### src/hdl/jlsm_consts.svh
// constants for the lane sample mapper
`ifndef JLSM_CONSTS_SVH
`define JLSM_CONSTS_SVH

// ----------------------------------------
// frame geometry
// ----------------------------------------
`define JLSM_LANES 8
`define JLSM_CHANS 4
`define JLSM_SMPS 8
`define JLSM_SMP_BITS 9
`define JLSM_LANE_BITS 40

// ----------------------------------------
// octets per lane per frame, by mode
// ----------------------------------------
`define JLSM_OCT_ONE 3'h1
`define JLSM_OCT_TWO 3'h2
`define JLSM_OCT_THREE 3'h3
`define JLSM_OCT_FIVE 3'h5

// ----------------------------------------
// reset values
// ----------------------------------------
`define JLSM_RST_OCT 3'h0
`define JLSM_RST_EN 8'h00

`endif

### src/hdl/jlsm_pkg.sv
// types for the lane sample mapper
package jlsm_pkg;

  // ----------------------------------------
  // link packing modes handled here
  // ----------------------------------------
  typedef enum logic [3:0] {
    JLSM_M2 = 4'h2,
    JLSM_M3 = 4'h3,
    JLSM_M4 = 4'h4,
    JLSM_M5 = 4'h5,
    JLSM_M6 = 4'h6,
    JLSM_M7 = 4'h7,
    JLSM_M8 = 4'h8,
    JLSM_M9 = 4'h9,
    JLSM_M10 = 4'hA
  } jlsm_mode_t;

  // ----------------------------------------
  // part variants
  // ----------------------------------------
  typedef enum logic [1:0] {
    JLSM_QUAD = 2'h0,
    JLSM_DUAL = 2'h1,
    JLSM_SINGLE = 2'h2
  } jlsm_variant_t;

  // samples: [channel A..D][sample 0..7][bit 8..0]
  typedef logic [3:0][7:0][8:0] jlsm_smp_t;

  // one frame of converter samples
  typedef struct packed {
    logic valid;
    jlsm_smp_t smp;
  } jlsm_frame_t;

  // one frame of lane octets, octet 0 in bits 39:32
  typedef struct packed {
    logic valid;
    logic [7:0] lane_en;
    logic [2:0] octets;
    logic [7:0][39:0] data;
  } jlsm_lanes_t;

endpackage

### src/hdl/jlsm_mapper.sv
// lane sample mapper: packs channel samples into lane frame octets
// Notes on behaviour
// - mode 2: lane k carries channel k octet
// - mode 3: five octets, four 10-bit padded samples
// - mode 4 lane 0: A, B top bits
// - mode 5: two octets, A then B/zero
// - mode 6: 12-bit samples split over three lanes
// - mode 7: lane k carries channel k octet
// - mode 8: three octets, two 12-bit samples
// - mode 9: two lanes per channel, even/odd samples
// - mode 10: two lanes per channel, five octets, even/odd samples
`timescale 1ns/1ns
`include "jlsm_consts.svh"

module jlsm_mapper (
  // clock and reset
  input wire logic clk,
  input wire logic arst_n,
  // configuration
  input wire logic [3:0] link_packing_mode,
  input wire logic [1:0] part_variant,
  // sample frame in
  input wire jlsm_pkg::jlsm_frame_t frame_in,
  // lane frame out
  output jlsm_pkg::jlsm_lanes_t lanes_out
);

  // ----------------------------------------
  // helpers
  // ----------------------------------------
  // eight msbs of a sample for 8-bit modes
  function automatic logic [7:0] hi8(input logic [8:0] s);
    return s[8:1];
  endfunction

  // sample plus one zero pad bit
  function automatic logic [9:0] p10(input logic [8:0] s);
    return {s, 1'h0};
  endfunction

  // sample plus three zero pad bits
  function automatic logic [11:0] p12(input logic [8:0] s);
    return {s, 3'h0};
  endfunction

  // number of lanes in use for mode and variant
  function automatic logic [3:0] lane_cnt(input logic [3:0] m, input logic [1:0] v);
    logic [3:0] nch;
    nch = (v == jlsm_pkg::JLSM_QUAD) ? 4'h4 : (v == jlsm_pkg::JLSM_DUAL) ? 4'h2 :
          (v == jlsm_pkg::JLSM_SINGLE) ? 4'h1 : 4'h0;
    case (m)
      jlsm_pkg::JLSM_M2, jlsm_pkg::JLSM_M3, jlsm_pkg::JLSM_M7, jlsm_pkg::JLSM_M8: return nch;
      jlsm_pkg::JLSM_M4: return (nch == 4'h4) ? 4'h3 : nch;
      jlsm_pkg::JLSM_M5: return (nch == 4'h4) ? 4'h2 : (nch == 4'h0) ? 4'h0 : 4'h1;
      jlsm_pkg::JLSM_M6: return (nch == 4'h0) ? 4'h0 : (nch == 4'h4) ? 4'h6 : nch + 4'h1;
      jlsm_pkg::JLSM_M9, jlsm_pkg::JLSM_M10: return {nch[2:0], 1'h0};
      default: return 4'h0;
    endcase
  endfunction

  // octets per lane per frame
  function automatic logic [2:0] oct_cnt(input logic [3:0] m);
    case (m)
      jlsm_pkg::JLSM_M2, jlsm_pkg::JLSM_M7, jlsm_pkg::JLSM_M9: return `JLSM_OCT_ONE;
      jlsm_pkg::JLSM_M4, jlsm_pkg::JLSM_M5, jlsm_pkg::JLSM_M6: return `JLSM_OCT_TWO;
      jlsm_pkg::JLSM_M8: return `JLSM_OCT_THREE;
      jlsm_pkg::JLSM_M3, jlsm_pkg::JLSM_M10: return `JLSM_OCT_FIVE;
      default: return `JLSM_RST_OCT;
    endcase
  endfunction

  // contents of one lane, octet 0 first, trailing octets zero
  function automatic logic [39:0] lane_map(input logic [3:0] m, input logic [1:0] v,
                                           input logic [2:0] ln, input jlsm_pkg::jlsm_smp_t s);
    logic [1:0] k;
    logic [1:0] ch;
    logic [2:0] sb;
    logic [1:0] cx;
    logic [1:0] cy;
    logic [2:0] pos;
    logic multi;
    logic quad;
    logic [39:0] w;
    k = ln[1:0];
    ch = ln[2:1];
    sb = {2'h0, ln[0]};
    cx = (ln >= 3'h3) ? 2'h2 : 2'h0;
    cy = (ln >= 3'h3) ? 2'h3 : 2'h1;
    pos = (ln >= 3'h3) ? ln - 3'h3 : ln;
    multi = (v == jlsm_pkg::JLSM_QUAD) || (v == jlsm_pkg::JLSM_DUAL);
    quad = (v == jlsm_pkg::JLSM_QUAD);
    w = '0;
    case (m)
      jlsm_pkg::JLSM_M2, jlsm_pkg::JLSM_M7: begin
        w = {hi8(s[k][0]), 32'h0};
      end
      jlsm_pkg::JLSM_M3: begin
        w = {p10(s[k][0]), p10(s[k][1]), p10(s[k][2]), p10(s[k][3])};
      end
      jlsm_pkg::JLSM_M4: begin
        if (ln == 3'h0) begin
          w = {s[0][0], 3'h0, multi ? s[1][0][8:5] : 4'h0, 24'h0};
        end else if (ln == 3'h1) begin
          w = {s[1][0][4:0], 3'h0, quad ? hi8(s[2][0]) : 8'h00, 24'h0};
        end else begin
          w = {s[2][0][0], 3'h0, s[3][0], 3'h0, 24'h0};
        end
      end
      jlsm_pkg::JLSM_M5: begin
        if (ln == 3'h0) begin
          w = {hi8(s[0][0]), (v == jlsm_pkg::JLSM_DUAL) ? hi8(s[1][0]) : 8'h00, 24'h0};
        end else begin
          w = {hi8(s[2][0]), hi8(s[3][0]), 24'h0};
        end
      end
      jlsm_pkg::JLSM_M6: begin
        // groups of three lanes: A,B on 0-2 and C,D on 3-5
        if (pos == 3'h0) begin
          w = {s[cx][0], 3'h0, s[cx][1][8:5], 24'h0};
        end else if (pos == 3'h1) begin
          w = {s[cx][1][4:0], 3'h0, multi ? s[cy][0][8:1] : 8'h00, 24'h0};
        end else begin
          w = {s[cy][0][0], 3'h0, s[cy][1], 3'h0, 24'h0};
        end
      end
      jlsm_pkg::JLSM_M8: begin
        w = {p12(s[k][0]), p12(s[k][1]), 16'h0};
      end
      jlsm_pkg::JLSM_M9: begin
        w = {hi8(s[ch][sb]), 32'h0};
      end
      jlsm_pkg::JLSM_M10: begin
        w = {p10(s[ch][sb]), p10(s[ch][sb + 3'h2]), p10(s[ch][sb + 3'h4]), p10(s[ch][sb + 3'h6])};
      end
      default: begin
        w = '0;
      end
    endcase
    return w;
  endfunction

  // ----------------------------------------
  // combinational mapping
  // ----------------------------------------
  // lanes beyond the count stay idle at zero
  wire logic [3:0] used_lanes;
  wire logic [2:0] frame_octets;
  wire logic frame_ok;
  wire logic [7:0][39:0] lane_nxt;
  wire logic [7:0] en_nxt;

  assign used_lanes = lane_cnt(link_packing_mode, part_variant);
  assign frame_octets = oct_cnt(link_packing_mode);
  assign frame_ok = frame_in.valid && (used_lanes != 4'h0);

  genvar gi;
  generate
    for (gi = 0; gi < `JLSM_LANES; gi++) begin : g_lane
      assign en_nxt[gi] = frame_ok && (4'(gi) < used_lanes);
      assign lane_nxt[gi] = en_nxt[gi] ? lane_map(link_packing_mode, part_variant, 3'(gi), frame_in.smp) : '0;
    end
  endgenerate

  // ----------------------------------------
  // output register
  // ----------------------------------------
  always_ff @(posedge clk or negedge arst_n) begin
    if (!arst_n) begin
      lanes_out <= '0;
    end else begin
      lanes_out.valid <= frame_ok;
      lanes_out.lane_en <= en_nxt;
      lanes_out.octets <= frame_ok ? frame_octets : `JLSM_RST_OCT;
      lanes_out.data <= lane_nxt;
    end
  end

  // ----------------------------------------
  // checks
  // ----------------------------------------
  wire logic is_quad;
  wire logic is_single;
  assign is_quad = (part_variant == jlsm_pkg::JLSM_QUAD);
  assign is_single = (part_variant == jlsm_pkg::JLSM_SINGLE);

  property p_mode2;
    @(posedge clk) disable iff (!arst_n)
    (frame_in.valid && link_packing_mode == jlsm_pkg::JLSM_M2 && is_quad) |=>
      (lanes_out.data[3] == {$past(frame_in.smp[3][0][8:1]), 32'h0} && lanes_out.octets == 3'h1);
  endproperty
  a_mode2: assert property (p_mode2) else $error("mode 2 lane 3 wrong");

  property p_mode3;
    @(posedge clk) disable iff (!arst_n)
    (frame_in.valid && link_packing_mode == jlsm_pkg::JLSM_M3 && !is_single && part_variant != 2'h3) |=>
      (lanes_out.data[1][39:30] == {$past(frame_in.smp[1][0]), 1'h0} &&
       lanes_out.data[1][9:0] == {$past(frame_in.smp[1][3]), 1'h0});
  endproperty
  a_mode3: assert property (p_mode3) else $error("mode 3 lane 1 wrong");

  property p_mode4_l0;
    @(posedge clk) disable iff (!arst_n)
    (frame_in.valid && link_packing_mode == jlsm_pkg::JLSM_M4 && is_single) |=>
      (lanes_out.data[0][39:24] == {$past(frame_in.smp[0][0]), 7'h00} && lanes_out.lane_en == 8'h01);
  endproperty
  a_mode4_l0: assert property (p_mode4_l0) else $error("mode 4 single lane 0 wrong");

  property p_mode4_l2;
    @(posedge clk) disable iff (!arst_n)
    (frame_in.valid && link_packing_mode == jlsm_pkg::JLSM_M4 && is_quad) |=>
      (lanes_out.data[2][39:24] == {$past(frame_in.smp[2][0][0]), 3'h0, $past(frame_in.smp[3][0]), 3'h0});
  endproperty
  a_mode4_l2: assert property (p_mode4_l2) else $error("mode 4 lane 2 wrong");

  property p_mode5;
    @(posedge clk) disable iff (!arst_n)
    (frame_in.valid && link_packing_mode == jlsm_pkg::JLSM_M5 && is_quad) |=>
      (lanes_out.data[0][31:24] == 8'h00 && lanes_out.data[1][39:32] == $past(frame_in.smp[2][0][8:1]));
  endproperty
  a_mode5: assert property (p_mode5) else $error("mode 5 quad packing wrong");

  property p_mode6;
    @(posedge clk) disable iff (!arst_n)
    (frame_in.valid && link_packing_mode == jlsm_pkg::JLSM_M6 && is_quad) |=>
      (lanes_out.data[3][39:24] == {$past(frame_in.smp[2][0]), 3'h0, $past(frame_in.smp[2][1][8:5])} &&
       lanes_out.lane_en == 8'h3F);
  endproperty
  a_mode6: assert property (p_mode6) else $error("mode 6 lane 3 wrong");

  property p_mode6_l1;
    @(posedge clk) disable iff (!arst_n)
    (frame_in.valid && link_packing_mode == jlsm_pkg::JLSM_M6 && is_single) |=>
      (lanes_out.data[1][39:24] == {$past(frame_in.smp[0][1][4:0]), 11'h000} && lanes_out.lane_en == 8'h03);
  endproperty
  a_mode6_l1: assert property (p_mode6_l1) else $error("mode 6 single lane 1 wrong");

  property p_mode8;
    @(posedge clk) disable iff (!arst_n)
    (frame_in.valid && link_packing_mode == jlsm_pkg::JLSM_M8 && is_quad) |=>
      (lanes_out.data[2][27:16] == {$past(frame_in.smp[2][1]), 3'h0} && lanes_out.octets == 3'h3);
  endproperty
  a_mode8: assert property (p_mode8) else $error("mode 8 lane 2 wrong");

  property p_mode9;
    @(posedge clk) disable iff (!arst_n)
    (frame_in.valid && link_packing_mode == jlsm_pkg::JLSM_M9 && is_quad) |=>
      (lanes_out.data[7][39:32] == $past(frame_in.smp[3][1][8:1]) && lanes_out.lane_en == 8'hFF);
  endproperty
  a_mode9: assert property (p_mode9) else $error("mode 9 lane 7 wrong");

  property p_mode10;
    @(posedge clk) disable iff (!arst_n)
    (frame_in.valid && link_packing_mode == jlsm_pkg::JLSM_M10 && is_single) |=>
      (lanes_out.data[1][9:0] == {$past(frame_in.smp[0][7]), 1'h0} && lanes_out.lane_en == 8'h03);
  endproperty
  a_mode10: assert property (p_mode10) else $error("mode 10 lane 1 wrong");

  property p_mode7;
    @(posedge clk) disable iff (!arst_n)
    (frame_in.valid && link_packing_mode == jlsm_pkg::JLSM_M7 && part_variant == jlsm_pkg::JLSM_DUAL) |=>
      (lanes_out.data[1][39:32] == $past(frame_in.smp[1][0][8:1]) && lanes_out.lane_en == 8'h03);
  endproperty
  a_mode7: assert property (p_mode7) else $error("mode 7 dual lanes wrong");

  property p_idle;
    @(posedge clk) disable iff (!arst_n)
    (!frame_in.valid || used_lanes == 4'h0) |=>
      (!lanes_out.valid && lanes_out.lane_en == 8'h00 && lanes_out.data == '0);
  endproperty
  a_idle: assert property (p_idle) else $error("idle frame not zero");

endmodule

### config.mk
export PLATFORM = sky130hd
export DESIGN_NAME = jlsm_mapper
export DESIGN_NICKNAME = d
export VERILOG_FILES = /design/src/hdl/jlsm_pkg.sv /design/src/hdl/jlsm_mapper.sv
export VERILOG_INCLUDE_DIRS = /design/src /design/src/hdl
export SDC_FILE = /design/constraint.sdc
export NUM_CORES = 1
export LEC_CHECK = 0
export ABC_AREA = 1
export BUFFER_PORTS_ARGS = -buffer_cell sky130_fd_sc_hd__buf_2
export CORE_AREA = 2 2 244 246
export CTS_CLUSTER_DIAMETER = 30
export DETAILED_ROUTE_END_ITERATION = 16
export DIE_AREA = 0 0 246 248
export PLACE_DENSITY_LB_ADDON = 0.25
export SLEW_MARGIN = 20
export SYNTH_ARGS = -nofsm -noshare
export SYNTH_HDL_FRONTEND = slang
export SYNTH_SLANG_ARGS = --single-unit
### constraint.sdc
create_clock -name clk -period 0.8 [get_ports clk]
set_input_delay 0.04 -clock clk [delete_from_list [all_inputs] [get_ports clk]]
set_output_delay 0.04 -clock clk [all_outputs]
set_load 0.005 [all_outputs]
## After elaboration in Yosys (flattened, before gate mapping)

Memory sizes are Yosys's and may differ from the RTL's.
Cells that the tools add are included.

| storage, ports and cells | value |
|---|---|
| register bits | 332 |
| ROM bits | 48 |
| input bits | 297 |
| output and inout port bits | 332 |
| word-level logic and storage cells | 81 |
| memories | 1 |

Memory list:

| memory | words | bits a word | read ports | clocked after Yosys merged registers in | write ports | RTL line | RTL |
|---|---|---|---|---|---|---|---|
| (name not given) | 16 | 3 | 1 | 0 | 0 | jlsm_mapper.sv:63 | `case (m)` |

| cells by class | value |
|---|---|
| add/subtract/negate cells | 1 |
| order comparisons | 8 |
| eq/ne operators | 12 |
| muxes and demuxes | 31 |
| reductions and logical operators | 17 |

Operators by type and width:

| kind | number |
|---|---|
| $pmux W40 S8 | 7 |
| $mux W40 | 8 |
| $pmux W40 S7 | 1 |
| $mux W8 | 4 |
| $pmux W4 S5 | 1 |
| $eq A4 B3 Y1 const B | 4 |
| $lt A3 B4 Y1 const A | 4 |
| $eq A4 B4 Y1 const B | 3 |
| $mux W4 | 3 |
| $logic_and A1 B1 Y1 | 9 |
| $mux W3 | 3 |
| $eq A4 B2 Y1 const B | 2 |
| $lt A1 B4 Y1 const A | 2 |
| $lt A2 B4 Y1 const A | 2 |
| $add A3 B1 Y4 const B | 1 |
| $logic_not A4 Y1 | 1 |
| $mux W2 | 2 |
| $reduce_bool A4 Y1 | 1 |
| $reduce_or A2 Y1 | 2 |
| $reduce_or A4 Y1 | 1 |
| $eq A3 B3 Y1 const B | 1 |
| $reduce_or A3 Y1 | 1 |
| $eq A2 B1 Y1 const B | 1 |
| $eq A2 B2 Y1 const B | 1 |
| other kinds (3) | 4 |

## Depth between registers and ports, before layout

Gate-level depths: netlist (run 1).

| logic depth | value |
|---|---|
| word-level depth | 12 |
| gate-level depth with buffers | 12 |
| gate-level depth less buffers | 11 |

## Worst setup path before layout (run 1)

OpenSTA, ideal clock, no wires.

| timing | value |
|---|---|
| path kind | in2reg |
| start point | in part_variant[1] |
| end point | reg lanes_out[228] (netlist name) |
| library setup time | 0.072 ns |
| data arrival time | 1.436 ns |
| required time | 0.728 ns |
| path slack | -0.708 ns |
| stages | 12 |
| buffers on the path | 2 |
| cell sequence | inv_1 ha_1 nand3_1 nor2_1 nand3_1 nand2_4 nor2_4 nor2_4 nand2_1 buf_2 buf_4 nor2_1 |

RTL lines:

| item | RTL line | RTL |
|---|---|---|
| start: declaration | jlsm_mapper.sv:21 | `input wire logic [1:0] part_variant,` |
| end: declaration | jlsm_mapper.sv:25 | `output jlsm_pkg::jlsm_lanes_t lanes_out` |

==> summary.md, run 1 <==
| Metric | Value |
|---|---|
| Syn avg cell area | `8.657 µm²` |
| Antenna viol nets, final | `0` |
| Synth Instances | `1593` |
| Sink Count | `315` |
| PortBufs | `612` |
| Crit Path Max Fanout | `5` |
| DP Wirelength | `65890 µm` |
| FP Rows | `89` |
| Global routing usage on met2 | `46.51%` |
| RSZ-0062 raised after global routing | `yes` |
| I/O pin cnt | `629` |
| Vias in the first global route | `18.10k` |
| Setup crit start kind | `input port` |
| CTS Buf Count | `86` |
| Clock Tree Root | `clkbuf_16` |
| Overall routing resource usage | `28.03%` |
| Overall die height | `248 µm` |
| Top Registers | `lanes_out (315)` |
| CP endpoint | `lanes_out[113]` |
| Die area | `61010 µm²` |
| Synth-to-layout area growth | `117.3%` |
| Core ar. | `58460 µm²` |
| Final setup fails | `630` |
| Met3 Use GR | `6.315%` |
| Ratio of cells with drive above 1 in the final layout | `50.57%` |
| # DRC | `0` |
| Bufs on Longest Clock Path | `3` |
| Fmax | `776.6 MHz` |
| CTS tree | `yes` |
| GRT Residual Overflow | `0` |
| First-pass DRT Iterations | `8` |
| GR Util met1 | `35.46%` |
| Detailed Route WL | `92340 µm` |
| Max FFs per register | `315` |
| GPL Wtd Cong | `0.9716` |
| VDD IR max | `1623 µV` |
| Starting Density | `23.59%` |
| Detailed-route via count | `17.80k` |
| DR vias/cell | `4.763` |
| Syn. warnings | `0` |
| MaxCap Viol Count | `0` |
| Synth top area cells | `dfrtp_1 (57%), nand2_1 (11%), a21oi_1 (7.5%)` |
| Power Total | `62.47 mW` |
| H-tree lvl count | `3` |
| Hold slack | `-0.09862 ns` |
| Routed len/inst | `24.70 µm` |
| Fin crit period | `1.288 ns` |
| Yosys top cell by area | `dfrtp_1` |
| Largest net degree at the start of global routing | `44` |
| GR peak layer | `met2` |
| Sequential element share of the synthesized area | `57.16%` |
| Failing checks | `negative hold slack, negative setup slack` |
| Most flops, register | `lanes_out` |
| Worst setup margin | `-0.4877 ns` |
| First-pass GRT wire length | `122900 µm` |
| CTS clk-pin slew, worst paths | `0.04 ns` |
| Yosys cell types | `41` |
| Period utilization | `161.0%` |
| Yosys reg bits | `315` |
| # nets final | `3193` |
| Worst EP required | `1.30 ns` |
| Power density over the cells | `2085 nW/µm²` |
| Die width | `246 µm` |
| Slew @ Worst Pin | `0.5608 ns` |
| Slew Viols, Final | `0` |
| Slew headroom | `62.22%` |
| Hold crit path type | `in -> reg` |
| Initial antenna violation count | `8` |
| Status | `finished, violations left` |
| Crit end category | `flop` |
| Leakage Power | `14.87 nW` |
| Worst Path Class, Setup | `in -> reg` |
| Final hold violation count | `6` |
| Crit path from | `part_variant[1]` |
| Drt initial violations | `1236` |
| Mapped Area | `13790 µm²` |
| Arr. time, crit path | `1.79 ns` |
| Synth top area share | `57.16%` |
[how the worst min path moves through the flow]
stage	from	end	slack, ns	depth (start not counted)
4_1_cts	frame_in[223]	lanes_out[70]	-0.15	4
6_report	frame_in[223]	lanes_out[70]	-0.1	4
3_3_place_gp	arst_n	lanes_out[300]	-0.15	1
2_1_floorplan	arst_n	lanes_out[100]	-0.26	0
5_1_grt	frame_in[223]	lanes_out[70]	-0.11	4
3_5_place_dp	arst_n	lanes_out[300]	-0.15	1
[cell usage after synthesis (all sizes together)]
cell type  count
a22oi          4
o221ai         9
a211oi        18
conb           1
o21a           2
buf           68
nand2        418
o21ai         41
nand4          5
a31oi         12
dfrtp        315
o2111a         1
clkinv         2
a221oi         5
nand3         46
and3           1
nand3b         1
o21bai         1
nor2         206
o22ai         26
nor4           1
ha             6
o211ai         6
o2111ai        3
nor3b          1
clkbuf        38
nor3          26
inv          112
a21oi        218
[cell type report]
type / instances / area (µm²)
diodes: 5 / 12.51
clock buffers: 111 / 2387
clock inverters: 47 / 867.1
fillers: 5325 / 28500
inverters: 114 / 503.0
multi-input cells: 1075 / 6748
flip-flops and latches: 315 / 7884
well taps: 773 / 967.2
repair buffers: 1297 / 10590
repair inverters: 1 / 6.256
[power breakdown]
| part | switching [mW] | internal [mW] | total [mW] |
|---|---|---|---|
| Sequential | 0.0567 | 16.1 | 16.2 |
| Combinational | 4.35 | 3.79 | 8.14 |
| Clock | 11.0 | 27.2 | 38.1 |
[cell families (layout without fill, tap and decap cells)]
group	count (synthesis)	count (layout)	synth area share, %
AO/OA/AOI/OAI	346	346	14.24
adder cells (fa/ha/maj)	6	6	0.5444
flip-flops	315	315	57.16
other	1	22	0.02719
AND/OR/NAND/NOR	705	706	20.93
buffers and inverters	220	1570	7.095
[critical path, cell delays in order]
cell and delay [ns]:
buf_8 0.08, clkinvlp_4 0.12, buf_6 0.15, ha_4 0.17, nand3_4 0.08, nor2_4 0.03
nand3_2 0.07, nand2_4 0.07, nor2_4 0.22, buf_6 0.14, nand3_4 0.10, nand3_4 0.21
clkbuf_16 0.23, nor2_2 0.05
[timing repair]
| action | 4_1_cts | 5_1_grt |
|---|---|---|
| buffers inserted | 30 | 38 |
| pin swaps | 27 | 43 |
| hold buffers | 284 | 5 |
| setup endpoints to repair | 629 | 718 |
| gates resized for setup | 144 | 338 |
| cloned | 12 | 24 |
| endpoints found under the hold margin | 599 | 12 |
[placed cells by master (no fill, tap or decap), types with 10 or more instances in the layout]
| cell type | n |
|---|---|
| nand3_1 | 33 |
| nor3_2 | 13 |
| nand2_2 | 20 |
| a21oi_4 | 22 |
| clkbuf_1 | 12 |
| nor3_1 | 10 |
| clkbuf_8 | 12 |
| buf_4 | 262 |
| nand2_1 | 380 |
| nor2_1 | 108 |
| clkinvlp_4 | 12 |
| buf_6 | 39 |
| inv_1 | 91 |
| buf_2 | 599 |
| nor2_4 | 63 |
| clkbuf_16 | 106 |
| inv_2 | 10 |
| nor2_2 | 35 |
| nand2_4 | 13 |
| clkinv_2 | 10 |
| dfrtp_1 | 314 |
| buf_8 | 12 |
| a21oi_1 | 97 |
| dlygate4sd3_1 | 288 |
| buf_16 | 11 |
| o21ai_0 | 30 |
| o22ai_1 | 26 |
| a211oi_1 | 11 |
| bufinv_16 | 19 |
| buf_12 | 67 |
| conb_1 | 17 |
| a21oi_2 | 99 |
[metal layers]
layer / wire length, µm / up-vias / part of all wire [%]
met5: 21 / - / 0.023
met2: 43970 / 1004 / 48
met3: 7629 / 207 / 8.3
met1: 37230 / 8750 / 40
met4: 3488 / 4 / 3.8
li1: - / 7838 / -
[stage by stage]
step                      util [%]  TNS, ns  worst slack, ns  instance area, µm²  instances
final                        51.25  -224.44          -0.4877               29960       3738
after detailed placement     35.18  -336.59           -1.314               20560       3196
after CTS                    47.62  -266.86          -0.4787               27840       3680
after global routing         51.25  -256.46          -0.5462               29960       3738
after floorplan                  -  -176.23          -0.6875               14270       1609
after global placement       35.18  -336.13           -1.278               20560       3196
No activity file was read; power rests on OpenSTA's default activity.
==> run 2: changes to the inputs <==
--- a/config.mk
+++ b/config.mk
@@ -17,3 +17,4 @@
 export SYNTH_ARGS = -nofsm -noshare
 export SYNTH_HDL_FRONTEND = slang
 export SYNTH_SLANG_ARGS = --single-unit
+export TNS_END_PERCENT = 5
==> summary.md, run 2 (synthesis results as in run 1) <==
| Metric | Value |
|---|---|
| Detailed Route WL | `85700 µm` |
| FF/Latch Area | `7884 µm²` |
| Fillers | `5519` |
| Clock power frac | `58.1%` |
| Failing checks | `negative hold slack, negative setup slack` |
| Combinational share of power | `13.3%` |
| DR vias/cell | `4.684` |
| Leakage Power | `14.03 nW` |
| Period utilization | `152.9%` |
| Crit end category | `output pin` |
| Drt initial violations | `912` |
| GRT Residual Overflow | `0` |
| VDD IR max | `1544 µV` |
| Top delay family on crit path | `flip-flops` |
| Switching share of power | `26.44%` |
| Clock Tree Root | `clkbuf_16` |
| Commonest non-fill, non-tap cell in the layout | `buf_2` |
| Max FFs per register | `315` |
| Vias in the first global route | `17.73k` |
| Final Non-Filler Cells | `3659` |
| Die area | `61010 µm²` |
| Power Total | `56.63 mW` |
| CP peak stage delay | `0.43 ns` |
| # DRC | `0` |
| Setup crit start kind | `flop` |
| MaxCap Viol Count | `0` |
| Worst setup margin | `-0.4235 ns` |
| Final setup fails | `630` |
| Hold slack | `-0.07197 ns` |
| DP Wirelength | `62800 µm` |
| Antenna viol nets, final | `0` |
| First-pass DRT Iterations | `5` |
| Die width | `246 µm` |
| CP max-delay cell | `dfrtp_1` |
| Worst EP required | `0.76 ns` |
| Bufs on Longest Clock Path | `3` |
| Most flops, register | `lanes_out` |
| Crit path cell chain | `buf_2` |
| Starting Density | `23.59%` |
| Fmax | `817.3 MHz` |
| Synth-to-layout area growth | `100.7%` |
| Routed len/inst | `23.42 µm` |
| Cells after DPL | `3182` |
| Most frequent cells in the layout | `buf_2 (581), nand2_1 (395), dfrtp_1 (314)` |
| # nets final | `3119` |
| Overall die height | `248 µm` |
| Ratio of cells with drive above 1 in the final layout | `46.44%` |
| Hold crit path type | `in -> async` |
| Overall routing resource usage | `26.61%` |
| CTS tree | `yes` |
| PortBufs | `612` |
| Power density over the cells | `2046 nW/µm²` |
| Detailed-route via count | `17.14k` |
| Slew Viols, Final | `0` |
| I/O pin cnt | `629` |
| Largest net degree at the start of global routing | `52` |
| Area of the multi-input gates | `5968 µm²` |
| CTS clk-pin slew, worst paths | `0.04 ns` |
| Status | `finished, violations left` |
| Top Registers | `lanes_out (315)` |
| Worst Path Class, Setup | `reg -> out` |
| Worst Path Buf+Inv | `1` |
| Fin crit period | `1.223 ns` |
| Slew @ Worst Pin | `0.6665 ns` |
| Final hold violation count | `15` |
| First-pass GRT wire length | `117100 µm` |
| Slew headroom | `55.57%` |
| Psw | `14.97 mW` |
| FP Rows | `89` |
| Seq pwr share | `28.6%` |
| GPL Wtd Cong | `0.9367` |
| Core ar. | `58460 µm²` |
| Crit Path Max Fanout | `1` |
| Arr. time, crit path | `1.18 ns` |
| CTS Buf Count | `78` |
| Pint | `41.66 mW` |
| Sum Neg Setup Slack | `-207.11 ns` |
| Sink Count | `315` |
| H-tree lvl count | `3` |
| Initial antenna violation count | `15` |
| RSZ-0062 raised after global routing | `yes` |
==> run 2: cell count changes in the layout (fill, tap and decap cells not counted), sizes merged, moves of 2 or more <==
cell      before  now
buf          990  934
bufinv        19    9
clkbuf       130   98
clkinvlp      12   14
inv          111  127
==> run 2: layout make-up <==
cell class                      instances  area share, %
Multi-Input combinational cell       1075          21.56
Sequential cell                       315          28.48
Timing Repair Buffer                 1232          34.72
Inverter                              114          1.691
Clock buffer                           88          7.517
Antenna cell                            5        0.04520
Tap cell                              773          3.494
Clock inverter                         57          2.491
==> run 2: metal layers <==
| layer | global-route usage, % | wire length, µm |
|---|---|---|
| met1 | 30.80 | 33200 |
| met2 | 46.59 | 42550 |
| met3 | 6.910 | 6409 |
| met4 | 10.94 | 3447 |
| met5 | 0 | 92 |
==> run 2: timing repair <==
item,4_1_cts,5_1_grt
hold endpoints to repair,606,14
resized for setup,157,168
pin swaps,29,23
cloned,9,10
buffers inserted,8,14
hold buffers,287,1
endpoints found under the setup margin,630,630
==> run 2: stage by stage <==
step	util [%]	hold WS (ns)	instance area [µm²]	setup WS (ns)
2_1_floorplan	-	-0.2556	13910	-0.6904
3_3_place_gp	34.34	-0.05431	20080	-1.137
3_5_place_dp	34.34	-0.05336	20080	-1.170
4_1_cts	45.63	-0.1685	26680	-0.4723
5_1_grt	47.35	-0.08137	27680	-0.4851
6_report	47.35	-0.07197	27680	-0.4235
==> run 2: power groups by stage <==
stage,Sequential [mW],Clock (mW),Combinational (mW)
floorplan,16.4,0,1.58
global route,16.2,34.4,7.98
detailed placement,16.4,0,5.17
finish,16.2,32.9,7.53
global placement,16.4,0,5.15
CTS,16.2,33.4,7.02
==> run 2: final timing paths <==
path / from / endpoint / slack (ns) / depth (start not counted)
min: arst_n / lanes_out[294] / -0.07 / 2
max: lanes_out[107] / lanes_out[107] / -0.42 / 1
max in group asynchronous: arst_n / lanes_out[207] / 0.23 / 3
min in group clk: frame_in[288] / lanes_out[235] / -0.07 / 5
==> run 3: changes to the inputs <==
--- a/config.mk
+++ b/config.mk
@@ -10,6 +10,7 @@
 export BUFFER_PORTS_ARGS = -buffer_cell sky130_fd_sc_hd__buf_2
 export CORE_AREA = 2 2 244 246
 export CTS_CLUSTER_DIAMETER = 30
+export CTS_CLUSTER_SIZE = 10
 export DETAILED_ROUTE_END_ITERATION = 16
 export DIE_AREA = 0 0 246 248
 export PLACE_DENSITY_LB_ADDON = 0.25
==> constraint.sdc (replaced) <==
create_clock -name clk -period 0.8 [get_ports clk]
set_input_delay 0.04 -clock clk [delete_from_list [all_inputs] [get_ports clk]]
set_output_delay 0.04 -clock clk [all_outputs]
set_load 0.1 [all_outputs]
==> summary.md, run 3 (synthesis results as in run 1) <==
| Metric | Value |
|---|---|
| FF/Latch Area | `7890 µm²` |
| Power density over the cells | `1893 nW/µm²` |
| Status | `finished, violations left` |
| Power Total | `58.83 mW` |
| Area of the multi-input gates | `5429 µm²` |
| Failing checks | `negative hold slack, negative setup slack` |
| GRT Residual Overflow | `0` |
| GPL Wtd Cong | `0.9351` |
| Worst Path Class, Setup | `reg -> out` |
| Crit end category | `output pin` |
| Fmax | `772.5 MHz` |
| CTS clk-pin slew, worst paths | `0.05 ns` |
| Worst Path Buf+Inv | `1` |
| Setup crit start kind | `flop` |
| Most frequent cells in the layout | `nand2_1 (400), buf_12 (353), dfrtp_1 (309)` |
| Overall die height | `248 µm` |
| CTS tree | `yes` |
| Ratio of cells with drive above 1 in the final layout | `42.19%` |
| Slew headroom | `58.65%` |
| Detailed Route WL | `84040 µm` |
| Detailed-route via count | `16.89k` |
| First-pass DRT Iterations | `5` |
| Clock Tree Root | `clkbuf_16` |
| Leakage Power | `14.48 nW` |
| Finished Core Util | `53.16%` |
| RSZ-0062 raised after global routing | `yes` |
| Initial antenna violation count | `18` |
| Vias in the first global route | `17.88k` |
| Crit Path Max Fanout | `1` |
| Most flops, register | `lanes_out` |
| Bufs on Longest Clock Path | `3` |
| Worst setup margin | `-0.4946 ns` |
| Crit path from | `lanes_out[313]` |
| MaxCap Viol Count | `0` |
| Die area | `61010 µm²` |
| Commonest non-fill, non-tap cell in the layout | `nand2_1` |
| Min-Delay Startpoint | `frame_in[288]` |
| FP Rows | `89` |
| # DRC | `0` |
| Fin crit period | `1.295 ns` |
| CTS Buf Count | `81` |
| Hold slack | `-0.1138 ns` |
| VDD IR max | `1914 µV` |
| Fillers | `5103` |
| Starting Density | `23.59%` |
| Crit path cell chain | `buf_12` |
| Final setup fails | `629` |
| CP max-delay cell | `dfrtp_1` |
| Sum Neg Setup Slack | `-192.97 ns` |
| Core ar. | `58460 µm²` |
| Postcts setup bufs | `0` |
| Slew Viols, Final | `0` |
| CP peak stage delay | `0.44 ns` |
| Hold crit path type | `in -> reg` |
| Largest net degree at the start of global routing | `59` |
| Drt initial violations | `952` |
| Worst EP required | `0.76 ns` |
| Synth-to-layout area growth | `125.4%` |
| First-pass GRT wire length | `118700 µm` |
| Sink Count | `315` |
| Die width | `246 µm` |
| PortBufs | `612` |
| I/O pin cnt | `629` |
| Slew @ Worst Pin | `0.6175 ns` |
| DP Wirelength | `64550 µm` |
| # nets final | `3080` |
| Max FFs per register | `315` |
| Top delay family on crit path | `flip-flops` |
| Arr. time, crit path | `1.25 ns` |
| Routed len/inst | `23.17 µm` |
| H-tree lvl count | `3` |
| Antenna viol nets, final | `0` |
| DR vias/cell | `4.657` |
| Period utilization | `161.8%` |
| Final hold violation count | `4` |
| Top Registers | `lanes_out (315)` |
| Overall routing resource usage | `27.02%` |
| CTS Hold Bufs | `287` |
[run 3: changes by cell type in the layout (fill, tap and decap cells not counted), moves of 7 or more]
cell	previous run	this run
nor2_4	22	8
buf_16	8	1
clkinv_4	10	2
buf_2	581	294
buf_12	45	353
a21oi_1	139	178
buf_6	44	9
nand3_2	23	8
clkinv_2	7	17
nor2_2	40	16
clkbuf_8	7	15
nand3_1	17	37
a21oi_2	78	39
nor2_1	144	182
[run 3: final cells by class]
class	count	share of cell area, %
Antenna cell	10	0.08051
Clock buffer	102	7.327
Clock inverter	48	2.001
Inverter	114	1.445
Multi-Input combinational cell	1074	17.47
Sequential cell	315	25.39
Tap cell	773	3.112
Timing Repair Buffer	1191	43.18
[run 3: final timing paths]
kind                       slack [ns]  depth (start not counted)             end
max                             -0.49                          1  lanes_out[313]
min                             -0.11                          4  lanes_out[326]
max in group asynchronous        0.31                          4  lanes_out[324]
min in group asynchronous        0.07                          3  lanes_out[233]
[run 3: metrics by stage]
| stage | instance area (µm²) | hold WS (ns) | cells | setup slack (ns) |
|---|---|---|---|---|
| floorplan | 13930 | -0.2556 | 1609 | -0.6875 |
| global placement | 24780 | 0.08304 | 3180 | -1.064 |
| detailed placement | 24780 | 0.07813 | 3180 | -1.076 |
| CTS | 30930 | -0.1392 | 3617 | -0.5105 |
| global route | 31080 | -0.1197 | 3625 | -0.5078 |
| finish | 31080 | -0.1138 | 3627 | -0.4946 |
[run 3: where the power goes]
part | total (mW) | switching [mW] | internal [mW] | leakage, nW
sequential | 16.3 | 0.145 | 16.1 | 4.38
clock | 34.1 | 10.4 | 23.7 | 1.42
combinational | 8.41 | 4.95 | 3.46 | 8.68
total | 58.8 | 15.5 | 43.3 | 14.5
[run 3: routing by layer]
layer | routed length (µm) | GRT usage [%]
met4 | 3943 | 13.87
met2 | 41980 | 47.14
met1 | 30090 | 28.86
met3 | 7846 | 9.299
met5 | 173 | 0.7154
[run 3: timing repair]
item / in CTS / in global routing
gates resized for setup: 106 / 32
pin swaps: 7 / 1
hold endpoints to repair: 607 / 4
endpoints found under the setup margin: 629 / 629
